**src/pkg/rtc_irq_pkg.sv**
```systemverilog
package rtc_irq_pkg;

    // ----------------------------------------------------------------
    // Register indices (byte address is four times the index)
    // ----------------------------------------------------------------
    localparam logic [5:0] IDX_FLAGS = 6'h0E;
    localparam logic [5:0] IDX_CTRL = 6'h0F;
    localparam logic [5:0] IDX_STATUS = 6'h10;
    localparam logic [5:0] IDX_MASK = 6'h11;

    // ----------------------------------------------------------------
    // Field positions
    // ----------------------------------------------------------------
    localparam int BIT_UPDATE = 5;
    localparam int BIT_PERIODIC = 4;
    localparam int BIT_ALARM = 3;
    localparam int BIT_STOP = 1;
    localparam int BIT_CNT_RESET = 0;
    localparam int BIT_VLOSS = 1;

    localparam logic [7:0] CTRL_WMASK = 8'h3B;
    localparam logic [7:0] FLAG_MASK = 8'h3A;

    // ----------------------------------------------------------------
    // Values after reset
    // ----------------------------------------------------------------
    localparam logic [7:0] CTRL_RST = 8'h00;
    localparam logic [7:0] FLAGS_RST = 8'h02;
    localparam logic [7:0] STATUS_RST = 8'h00;
    localparam logic [7:0] MASK_RST = 8'h00;

    // ----------------------------------------------------------------
    // Timing
    // ----------------------------------------------------------------
    localparam int CLK_PERIOD_NS = 100;
    localparam int IRQ_HOLD_NS = 7800000;
    localparam int IRQ_HOLD_CYC = IRQ_HOLD_NS / CLK_PERIOD_NS;

endpackage

```
**src/rtl/irq_hold_timer.sv**
```systemverilog
`timescale 1ns/1ns
`default_nettype none

module irq_hold_timer
#(
    parameter int CYCLES = 78000
)
(
    // Clock and reset
    input wire logic i_clk_sys,
    input wire logic i_nrst,
    // Control
    input wire logic i_start,
    input wire logic i_cancel,
    // Status
    output logic o_active
);

    localparam int CW = $clog2(CYCLES + 1);
    localparam logic [CW-1:0] LOAD = CW'(CYCLES - 1);

    typedef struct packed
    {
        logic active;
        logic [CW-1:0] count;
    } tmr_t;

    tmr_t q;
    tmr_t d;

    // ----------------------------------------------------------------
    // Countdown; a fresh event restarts the full hold time
    // ----------------------------------------------------------------
    always_comb
    begin
        d = q;
        if (i_cancel)
        begin
            d.active = 1'b0;
            d.count = '0;
        end
        else if (i_start)
        begin
            d.active = 1'b1;
            d.count = LOAD;
        end
        else if (q.active)
        begin
            if (q.count == '0)
                d.active = 1'b0;
            else
                d.count = q.count - CW'(1);
        end
    end

    always_ff @(posedge i_clk_sys)
    begin
        if (!i_nrst)
            q <= '0;
        else
            q <= d;
    end

    assign o_active = q.active;

endmodule

`default_nettype wire

```
**src/rtl/rtc_irq_ctrl.sv**
```systemverilog
`timescale 1ns/1ns
`default_nettype none

module rtc_irq_ctrl
    import rtc_irq_pkg::*;
#(
    parameter int HOLD_CYCLES = IRQ_HOLD_CYC
)
(
    // Clock and reset
    input wire logic i_clk_sys,
    input wire logic i_nrst,
    // APB slave
    input wire logic i_psel,
    input wire logic i_penable,
    input wire logic i_pwrite,
    input wire logic [7:0] i_paddr,
    input wire logic [31:0] i_pwdata,
    output logic [31:0] o_prdata,
    output logic o_pready,
    output logic o_pslverr,
    // Event pulses from the clock, timer and supply monitor
    input wire logic i_update_event,
    input wire logic i_periodic_event,
    input wire logic i_alarm_event,
    input wire logic i_voltage_loss,
    // Run control towards the counter chain
    output logic o_stop_req,
    output logic o_counter_reset_req,
    // Open-drain interrupt pin
    output logic o_int_n_out,
    output logic o_int_oe_n,
    // System interrupt
    output logic o_irq
);

    localparam int AW = $clog2(HOLD_CYCLES + 2);

    typedef struct packed
    {
        logic [7:0] ctrl;
        logic [7:0] flags;
        logic [7:0] flags_prev;
        logic [7:0] status;
        logic [7:0] mask;
        logic alm_act;
        logic drive;
        logic irq;
        logic [31:0] rdata;
        logic [AW-1:0] upd_age;
        logic [AW-1:0] per_age;
    } state_t;

    state_t q;
    state_t d;

    // ----------------------------------------------------------------
    // Bus decode
    // ----------------------------------------------------------------
    function automatic logic hit(input logic [7:0] addr, input logic [5:0] idx);
        hit = (addr[7:2] == idx);
    endfunction

    function automatic logic [AW-1:0] age_next(input logic [AW-1:0] a, input logic start);
        if (start)
            age_next = AW'(1);
        else if (a == {AW{1'b1}})
            age_next = a;
        else
            age_next = a + AW'(1);
    endfunction

    logic mapped;
    logic wr;
    logic setup_rd;
    logic [7:0] wbyte;
    logic [7:0] flag_set;
    logic [7:0] flag_clr;
    logic [7:0] rises;
    logic upd_start;
    logic per_start;
    logic upd_on;
    logic per_on;

    assign mapped = hit(i_paddr, IDX_FLAGS) || hit(i_paddr, IDX_CTRL)
        || hit(i_paddr, IDX_STATUS) || hit(i_paddr, IDX_MASK);
    assign wr = i_psel && i_penable && i_pwrite && mapped;
    assign setup_rd = i_psel && !i_penable && !i_pwrite;
    assign wbyte = i_pwdata[7:0];

    // Zero wait states: every access ends in its first access cycle
    assign o_pready = 1'b1;
    assign o_pslverr = i_psel && i_penable && !mapped;

    // ----------------------------------------------------------------
    // Flags
    // ----------------------------------------------------------------
    always_comb
    begin
        flag_set = 8'h00;
        flag_set[BIT_UPDATE] = i_update_event;
        flag_set[BIT_PERIODIC] = i_periodic_event;
        flag_set[BIT_ALARM] = i_alarm_event;
        flag_set[BIT_VLOSS] = i_voltage_loss;
    end

    // Only a written zero clears a flag; set wins over a same-cycle clear
    assign flag_clr = (wr && hit(i_paddr, IDX_FLAGS)) ? (~wbyte & FLAG_MASK) : 8'h00;
    assign rises = q.flags & ~q.flags_prev & FLAG_MASK;

    assign upd_start = rises[BIT_UPDATE] && q.ctrl[BIT_UPDATE];
    assign per_start = rises[BIT_PERIODIC] && q.ctrl[BIT_PERIODIC];

    // ----------------------------------------------------------------
    // Hold timers for the self-clearing sources
    // ----------------------------------------------------------------
    irq_hold_timer #(
        .CYCLES(HOLD_CYCLES)
    ) u_upd_hold (
        .i_clk_sys(i_clk_sys),
        .i_nrst(i_nrst),
        .i_start(upd_start),
        .i_cancel(!q.ctrl[BIT_UPDATE]),
        .o_active(upd_on)
    );

    irq_hold_timer #(
        .CYCLES(HOLD_CYCLES)
    ) u_per_hold (
        .i_clk_sys(i_clk_sys),
        .i_nrst(i_nrst),
        .i_start(per_start),
        .i_cancel(!q.ctrl[BIT_PERIODIC]),
        .o_active(per_on)
    );

    // ----------------------------------------------------------------
    // Next state
    // ----------------------------------------------------------------
    always_comb
    begin
        d = q;
        d.flags = ((q.flags & ~flag_clr) | flag_set) & FLAG_MASK;
        d.flags_prev = q.flags;
        if (wr && hit(i_paddr, IDX_CTRL))
            d.ctrl = wbyte & CTRL_WMASK;
        if (wr && hit(i_paddr, IDX_MASK))
            d.mask = wbyte & FLAG_MASK;
        d.status = q.status;
        if (wr && hit(i_paddr, IDX_STATUS))
            d.status = q.status & ~wbyte;
        d.status = (d.status | rises) & FLAG_MASK;
        // Alarm holds the pin with no timeout while its flag and its enable stay set
        if (!q.flags[BIT_ALARM] || !q.ctrl[BIT_ALARM])
            d.alm_act = 1'b0;
        else if (rises[BIT_ALARM])
            d.alm_act = 1'b1;
        // Gating by the enable here keeps the pin one clock behind a write
        d.drive = (upd_on && q.ctrl[BIT_UPDATE])
            || (per_on && q.ctrl[BIT_PERIODIC])
            || (q.alm_act && q.ctrl[BIT_ALARM]);
        d.irq = |(q.status & q.mask);
        if (setup_rd)
        begin
            d.rdata = 32'h0000_0000;
            if (hit(i_paddr, IDX_FLAGS))
                d.rdata[7:0] = q.flags;
            else if (hit(i_paddr, IDX_CTRL))
                d.rdata[7:0] = q.ctrl & CTRL_WMASK;
            else if (hit(i_paddr, IDX_STATUS))
                d.rdata[7:0] = q.status;
            else if (hit(i_paddr, IDX_MASK))
                d.rdata[7:0] = q.mask;
        end
        d.upd_age = age_next(q.upd_age, upd_start);
        d.per_age = age_next(q.per_age, per_start);
    end

    // ----------------------------------------------------------------
    // State register
    // ----------------------------------------------------------------
    // Undefined power-up contents are pinned to zero, except the supply-loss flag, which resets set, so no stray pulse
    // reaches the pin before software sets the enables
    always_ff @(posedge i_clk_sys)
    begin
        if (!i_nrst)
        begin
            q <= '0;
            q.ctrl <= CTRL_RST;
            q.flags <= FLAGS_RST;
            q.flags_prev <= FLAGS_RST;
            q.status <= STATUS_RST;
            q.mask <= MASK_RST;
        end
        else
            q <= d;
    end

    // ----------------------------------------------------------------
    // Outputs
    // ----------------------------------------------------------------
    assign o_prdata = q.rdata;
    assign o_stop_req = q.ctrl[BIT_STOP];
    assign o_counter_reset_req = q.ctrl[BIT_CNT_RESET];
    assign o_int_n_out = 1'b0;
    assign o_int_oe_n = !q.drive;
    assign o_irq = q.irq;

    logic ctrl_wr;
    assign ctrl_wr = wr && hit(i_paddr, IDX_CTRL);
endmodule

`default_nettype wire

```
**config.mk**
```make
export PLATFORM = sky130hd
export DESIGN_NAME = rtc_irq_ctrl
export DESIGN_NICKNAME = d
export VERILOG_FILES = /design/src/pkg/rtc_irq_pkg.sv /design/src/rtl/irq_hold_timer.sv /design/src/rtl/rtc_irq_ctrl.sv
export SDC_FILE = /design/constraint.sdc
export NUM_CORES = 1
export LEC_CHECK = 0
export ABC_AREA = 1
export BUFFER_PORTS_ARGS = -buffer_cell sky130_fd_sc_hd__buf_2
export CAP_MARGIN = 5
export CORE_MARGIN = 2
export CORE_UTILIZATION = 45
export DETAILED_ROUTE_END_ITERATION = 12
export HOLD_SLACK_MARGIN = 0.05
export PLACE_DENSITY = 0.71
export SYNTH_ARGS = -nofsm -noshare
export SYNTH_HDL_FRONTEND = slang
export SYNTH_HIERARCHICAL = 1
export SYNTH_SLANG_ARGS = --single-unit
```
**constraint.sdc**
```tcl
create_clock -name i_clk_sys -period 1.45 [get_ports i_clk_sys]
set_input_delay 0.2175 -clock i_clk_sys [delete_from_list [all_inputs] [get_ports i_clk_sys]]
set_output_delay 0.2175 -clock i_clk_sys [all_outputs]
set_load 0.1 [all_outputs]
```
==> run metrics, run 1 <==
antenna viol nets, final=0; Final Setup Violations=24; critical path type=reg2reg; Area contributors post-synth=dfxtp_1 (33%), nand2_1 (14%), inv_1 (7.3%); Worst Setup Slack, final=-0.04373 ns; worst-path maximum fanout=8; Final nets=698; first-pass GRT wire length=15,130 µm; number of remaining DRC errors=0; Mapped Area=3911 µm²; htree depth=3; Max Buffers Root-to-Sink=2; Pwr Density=824.0 nW/µm²; final worst path period need=1.494 ns; clock slew at reported path FFs=around 0.080 ns; GR Util All Layers=18.86%; worst path bufs/invs=3; die area=9454 µm²; crit path DAT=~1.8 ns; die height=97.23 µm; sw frac=32.45%; post-synth top area cell=dfxtp_1; Psw=1.292 mW; sequential area share after synthesis=33.27%; core area=8593 µm²; ratio of cells with drive above 1 in the final layout=29.54%; violated checks=negative setup slack; max-slew violations=0; Congestion Overflow GR=0; Syn. warnings=6; Max Clock Freq=669.5 MHz; Leak Pwr=between 2 and 2.5 nW; Final Cycle Share=103.0%; FILL cells=between 800 and 900; MaxCap Viol Count=0; worst rel slew slack=about three fifths; routed via count=3,717; Final Wtd Congestion=0.8661; Final HPWL DP=6374 µm; CP Data Required Time=approximately 1.7 ns; Final Routed Wirelength=9252 µm; Worst-Skew Late Latency=0.34 ns; dpl ws=-0.1470 ns; initial antenna violation count=0; RSZ-0062 raised after global routing=true; Max VDD drop=578.0 µV; wire per inst=12.21 µm; Async SR Flop Fraction=0%; Seq pwr share=45.9%; Mapped Cells=582; Fin Clk Skew=between 0.01 and 0.015 ns; total internal power=2.689 mW; slew at the pin closest to its max-slew limit=0.6256 ns; Top FF cell, synth=dfxtp_1; Root Buffer=clkbuf_8; DR vias/cell=4.904; Num CTS Buffers=9; I/O Pins=88; top cell type's share of synthesized area=33.27%; Hold Crit Class=in2reg; EDFF count, synth=0; Yosys cell types=36; # rows=34; CTS tree=yes; number of synthesized register bits=between 60 and 70; Pre-antenna DRT Iters=4; overall die width=around 97 µm; Hold Vio Cnt, Final=0; clock share of power=around 40%; Iter 0 DRT Violations=105; Mean Syn Cell Area=6.720 µm²; combinational power share=14.1%; largest net degree at the start of global routing=14; element type at the critical path start=flop; CP max-delay cell=dfxtp_2; ant diodes=0; CTS sink count=65; CP Capture Type=flop; crit path cell chain=inv_4 -> ha_4 -> inv_4 -> nor2_4 -> nand2_2 -> nor2_4 -> nand2_4 -> nand2_8 -> buf_6 -> nand2_2 -> a21oi_2; area grow syn2layout=23.54%; initial core utilization=45.52%; status=complete, but fails checks; Port-buffer cells=29; number of global-route vias before repair=between 3,000 and 4,000; Worst path max stage delay=roughly 0.34 ns; Crit path max-delay family=simple AND/OR/NAND/NOR gates; TNS Setup=-0.4451 ns
[flip-flops by register name, indices dropped and copies added, names as in the netlist]
signal	count
q	17
o_prdata	5
u_upd_hold/o_active	1
o_stop_req	1
o_irq	1
d	4
u_per_hold/q	17
o_counter_reset_req	1
u_per_hold/o_active	1
u_upd_hold/q	17
[routing by layer]
layer  track usage [%]  share of wire, %  vias up
met5                 0                 0        -
met4             5.769               1.1        0
met3             2.950               3.1       10
met2             33.39                51       68
met1             23.64                45     1741
li1                  -                 -     1898
[synth_stat cells (all sizes together), types with 3 or more instances]
library cell	count
nand2	154
nor2	89
inv	78
dfxtp	65
nand3	51
buf	41
a21oi	28
o21ai	13
nand4	10
nor3	10
xnor2	8
nand3b	6
xor2	6
ha	4
o21bai	4
a211oi	3
a31oi	3
[repair_timing]
| action | CTS | global route |
|---|---|---|
| gates resized for setup | 40 | 56 |
| setup buffers | 5 | 4 |
| pin swaps | 19 | 29 |
| hold endpoints to repair | 1 | 0 |
| hold buffers | 1 | 0 |
| setup endpoints to repair | 34 | 36 |
| cloned | 3 | 0 |
[cell type report]
cell class	count	area, µm²	area share (%)
Clock inverter	7	78.83	1.631
Timing Repair inverter	1	11.26	0.2330
Clock buffer	9	123.9	2.563
Inverter	78	312.8	6.473
Timing Repair Buffer	65	460.4	9.529
Sequential cell	65	1306	27.03
Multi-Input combinational cell	425	2404	49.74
Tap cell	108	135.1	2.796
[kinds of logic after synthesis]
kind of cell	count (synthesis)	share of synthesized area, %
AND/OR/NAND/NOR	323	38.93
buffers and inverters	121	15.61
flip-flops	65	33.27
AO/OA/AOI/OAI	53	7.582
XOR/XNOR	14	3.135
adder cells (fa/ha/maj)	4	1.280
other	2	0.1920
[tightest hold or removal path, stage by stage]
cell	delay, ns
buf_2	0.08
nand2_1	0.04
nand2_1	0.05
[cell usage in the layout, fill, tap and decap left out, drive strengths merged]
cell type      n
nand2        156
nor2          89
inv           80
dfxtp         65
buf           64
nand3         51
conb          29
a21oi         28
o21ai         13
nand4         10
nor3          10
clkbuf         9
xnor2          8
nand3b         6
xor2           6
o21bai         4
ha             4
a211oi         3
a31oi          3
clkinvlp       3
or2            2
clkinv         2
a21o           1
nor3b          1
a41oi          1
bufinv         1
dlygate4sd3    1
[final timing paths]
kind / startpoint / to / slack, ns / cells after the start
setup reg to reg: u_upd_hold/q[0]$_SDFFE_PP0P_ / u_upd_hold/q[8]$_SDFFE_PP0P_ / -0.04 / 11
hold reg to reg: d[90]$_SDFF_PN0_ / q[90]$_SDFF_PN0_ / 0.45 / 2
setup / recovery: u_upd_hold/q[0]$_SDFFE_PP0P_ / u_upd_hold/q[8]$_SDFFE_PP0P_ / -0.04 / 11
hold / removal: i_periodic_event / d[89]$_SDFF_PN0_ / 0.07 / 3
[power by group through the flow]
stage / combinational (mW) / clock (mW) / sequential (mW)
after floorplan: 0.543 / 0 / 1.87
after global placement: 0.551 / 0 / 1.87
after detailed placement: 0.558 / 0 / 1.87
after CTS: 0.561 / 1.62 / 1.83
after global routing: 0.584 / 1.70 / 1.83
final: 0.563 / 1.59 / 1.83
[through the flow]
step	total power, mW	area (µm²)	std cells	utilization, %	hold WS [ns]
after floorplan	2.409	4024	609	-	0.3035
after global placement	2.420	4209	729	48.98	0.3915
after detailed placement	2.429	4209	729	48.98	0.3959
after CTS	4.009	4594	754	53.47	0.06363
after global routing	4.113	4832	758	56.23	0.09405
final	3.982	4832	758	56.23	0.07322
Note: power is estimated with default switching activity, not from simulation.
==> inputs of run 2 (changes only) <==
--- a/config.mk
+++ b/config.mk
@@ -6,13 +6,12 @@
 export NUM_CORES = 1
 export LEC_CHECK = 0
 export ABC_AREA = 1
-export BUFFER_PORTS_ARGS = -buffer_cell sky130_fd_sc_hd__buf_2
 export CAP_MARGIN = 5
 export CORE_MARGIN = 2
 export CORE_UTILIZATION = 45
 export DETAILED_ROUTE_END_ITERATION = 12
+export DONT_BUFFER_PORTS = 1
 export HOLD_SLACK_MARGIN = 0.05
-export PLACE_DENSITY = 0.71
 export SYNTH_ARGS = -nofsm -noshare
 export SYNTH_HDL_FRONTEND = slang
 export SYNTH_HIERARCHICAL = 1
==> run 2 against run 1 <==
Compared with the run above: the flow still finishes with violations (negative setup slack); sequential share of layout area decreased by 0.42 points; final cell count up 0.26%; first-iteration DRC count up 27%; clock skew shrank 0.0028 ns.
==> run metrics, run 2 (synthesis results as in run 1) <==
CTS sink count=65; Final Cycle Share=107.4%; Final HPWL DP=between 6000 and 7000 µm; number of global-route vias before repair=3,503; Final Setup Violations=25; reg2reg end=u_per_hold/q[0]$_SDFFE_PP0P_; Hold Crit Class=in2reg; worst hold endpoint=q[104]$_SDFFE_PN0P_; CP Capture Type=flop; violated checks=negative setup slack; clock slew at reported path FFs=~0.07 ns; worst path bufs/invs=4; Crit path max-delay family=simple AND/OR/NAND/NOR gates; ant diodes=0; CP max-delay cell=dfxtp_2; Final Wtd Congestion=0.8664; Pre-antenna DRT Iters=4; die area=9454 µm²; largest net degree at the start of global routing=16; antenna viol nets, final=0; initial antenna violation count=0; worst-path maximum fanout=8; commonest non-fill, non-tap cell in the layout=nand2_1; DR vias/cell=roughly 4.8; Iter 0 DRT Violations=133; Hold Path Cell Cnt=2; Final nets=700; GR Util All Layers=19.44%; # rows=34; area grow syn2layout=25.50%; I/O Pins=88; max-slew violations=0; overall die width=97.23 µm; initial core utilization=between 40% and 50%; R2R setup slack=-0.11 ns; crit path cell chain=inv_2 -> ha_4 -> inv_2 -> nor2_2 -> nand2_2 -> nor2_4 -> nand2_4 -> nand2_8 -> buf_12 -> inv_8 -> nand2_2 -> a31oi_1; Hold Vio Cnt, Final=0; Layout Cells excl Fill=760; worst rel slew slack=between 60% and 70%; CTS tree=yes; slew at the pin closest to its max-slew limit=0.5765 ns; ratio of cells with drive above 1 in the final layout=27.30%; hold slack=0.05885 ns; die height=97.23 µm; RSZ-0062 raised after global routing=true; Max VDD drop=between 600 and 700 µV; Max Clock Freq=642.0 MHz; Leak Pwr=around 2.4 nW; crit path DAT=~1.8 ns; Num CTS Buffers=9; R2R cell count=12; Pwr Density=just over 800 nW/µm²; htree depth=3; worst min-delay path startpoint=i_pwdata[3]; CP Data Required Time=1.66 ns; Worst Setup Slack, final=-0.1077 ns; placed cell count=roughly 700; element type at the critical path start=flop; core area=around 8600 µm²; Max Buffers Root-to-Sink=2; MaxCap Viol Count=0; Root Buffer=clkbuf_8; top flop regs=q x17, u_per_hold/q x17, u_upd_hold/q x17; Fin Clk Skew=0.009131 ns; Final Routed Wirelength=8877 µm; Critical R2R Launch=u_per_hold/q[0]$_SDFFE_PP0P_; number of remaining DRC errors=0; final worst path period need=between 1.5 and 2 ns; Worst-Skew Late Latency=0.34 ns; routed via count=between 3,000 and 4,000; Port-buffer cells=0; status=complete, but fails checks; critical path type=reg2reg; most frequent cells in the layout=nand2_1 (122), inv_1 (66), nor2_1 (63); first-pass GRT wire length=between 15,000 and 20,000 µm; Congestion Overflow GR=0; wire per inst=11.68 µm; Worst path max stage delay=~0.33 ns
==> run 2: changes by cell type in the layout (fill, tap and decap cells not counted), moves of 4 or more <==
cell | previous run | this run
inv_2 | 6 | 10
buf_6 | 4 | 8
nand2_2 | 18 | 24
buf_2 | 28 | 0
nor2_4 | 10 | 5
nand2_1 | 127 | 122
dlygate4sd3_1 | 1 | 11
buf_4 | 30 | 45
==> run 2: report_power, final <==
group / internal [mW] / switching [mW] / total, mW
clock: 0.935 / 0.684 / 1.62
combinational: 0.0733 / 0.469 / 0.542
sequential: 1.81 / 0.0163 / 1.83
==> run 2: layer usage <==
metal / wire length (µm) / track usage (%) / vias to the layer above
met1: 4125 / 24.67 / 1658
met2: 4329 / 33.12 / 49
met4: 108 / 7.692 / 0
met3: 313 / 3.094 / 9
met5: 0 / 0 / -
li1: - / - / 1907
==> run 2: repair_timing <==
action,CTS,global route
gates resized for setup,53,36
endpoints found under the setup margin,32,36
gates cloned,3,1
pin swaps,23,20
hold buffers,10,1
setup buffers,7,8
endpoints found under the hold margin,21,1
==> run 2: layout make-up <==
| class | count | area [µm²] |
|---|---|---|
| fillers | 837 | 3685 |
| well taps | 108 | 135.1 |
| clock inverters | 2 | 35.03 |
| repair inverters | 2 | 17.52 |
| clock buffers | 14 | 172.7 |
| flip-flops and latches | 65 | 1306 |
| inverters | 78 | 312.8 |
| repair buffers | 66 | 578.1 |
| multi-input cells | 425 | 2351 |
==> run 2: per-stage QoR <==
stage / setup TNS, ns / util, % / cell area [µm²] / worst slack, ns / total power, mW
2_1_floorplan: 0 / - / 4024 / 0.006016 / 2.409
3_3_place_gp: -0.6006 / 48.34 / 4154 / -0.05407 / 2.377
3_5_place_dp: -1.792 / 48.34 / 4154 / -0.1205 / 2.381
4_1_cts: -1.188 / 54.60 / 4692 / -0.08210 / 4.030
5_1_grt: -3.936 / 57.12 / 4908 / -0.1735 / 4.141
6_report: -1.293 / 57.12 / 4908 / -0.1077 / 3.991
==> run 2: worst register-to-register path, delay by kind of cell, from the launching register on <==
kind | cells | cell delay [ns]
AOI/OAI and AO/OA | 1 | 0.08
and+or+nand+nor | 6 | 0.60
adders and majority gates | 1 | 0.15
DFF | 1 | 0.33
buffers and inverters | 4 | 0.28
==> run 2: how the worst max path moves through the flow <==
stage / depth (start not counted) / slack, ns / endpoint / startpoint
4_1_cts: 12 / -0.08 / u_per_hold/q[13]$_SDFFE_PP0P_ / u_per_hold/q[1]$_SDFFE_PP0P_
3_3_place_gp: 12 / -0.05 / u_upd_hold/q[6]$_SDFFE_PP0P_ / u_upd_hold/q[1]$_SDFFE_PP0P_
3_5_place_dp: 12 / -0.12 / u_per_hold/q[10]$_SDFFE_PP0P_ / u_per_hold/q[0]$_SDFFE_PP0P_
2_1_floorplan: 12 / 0.006 / u_upd_hold/q[1]$_SDFFE_PP0P_ / u_upd_hold/q[0]$_SDFFE_PP0P_
6_report: 12 / -0.11 / u_per_hold/q[0]$_SDFFE_PP0P_ / u_per_hold/q[0]$_SDFFE_PP0P_
5_1_grt: 12 / -0.17 / u_per_hold/q[0]$_SDFFE_PP0P_ / u_per_hold/q[0]$_SDFFE_PP0P_
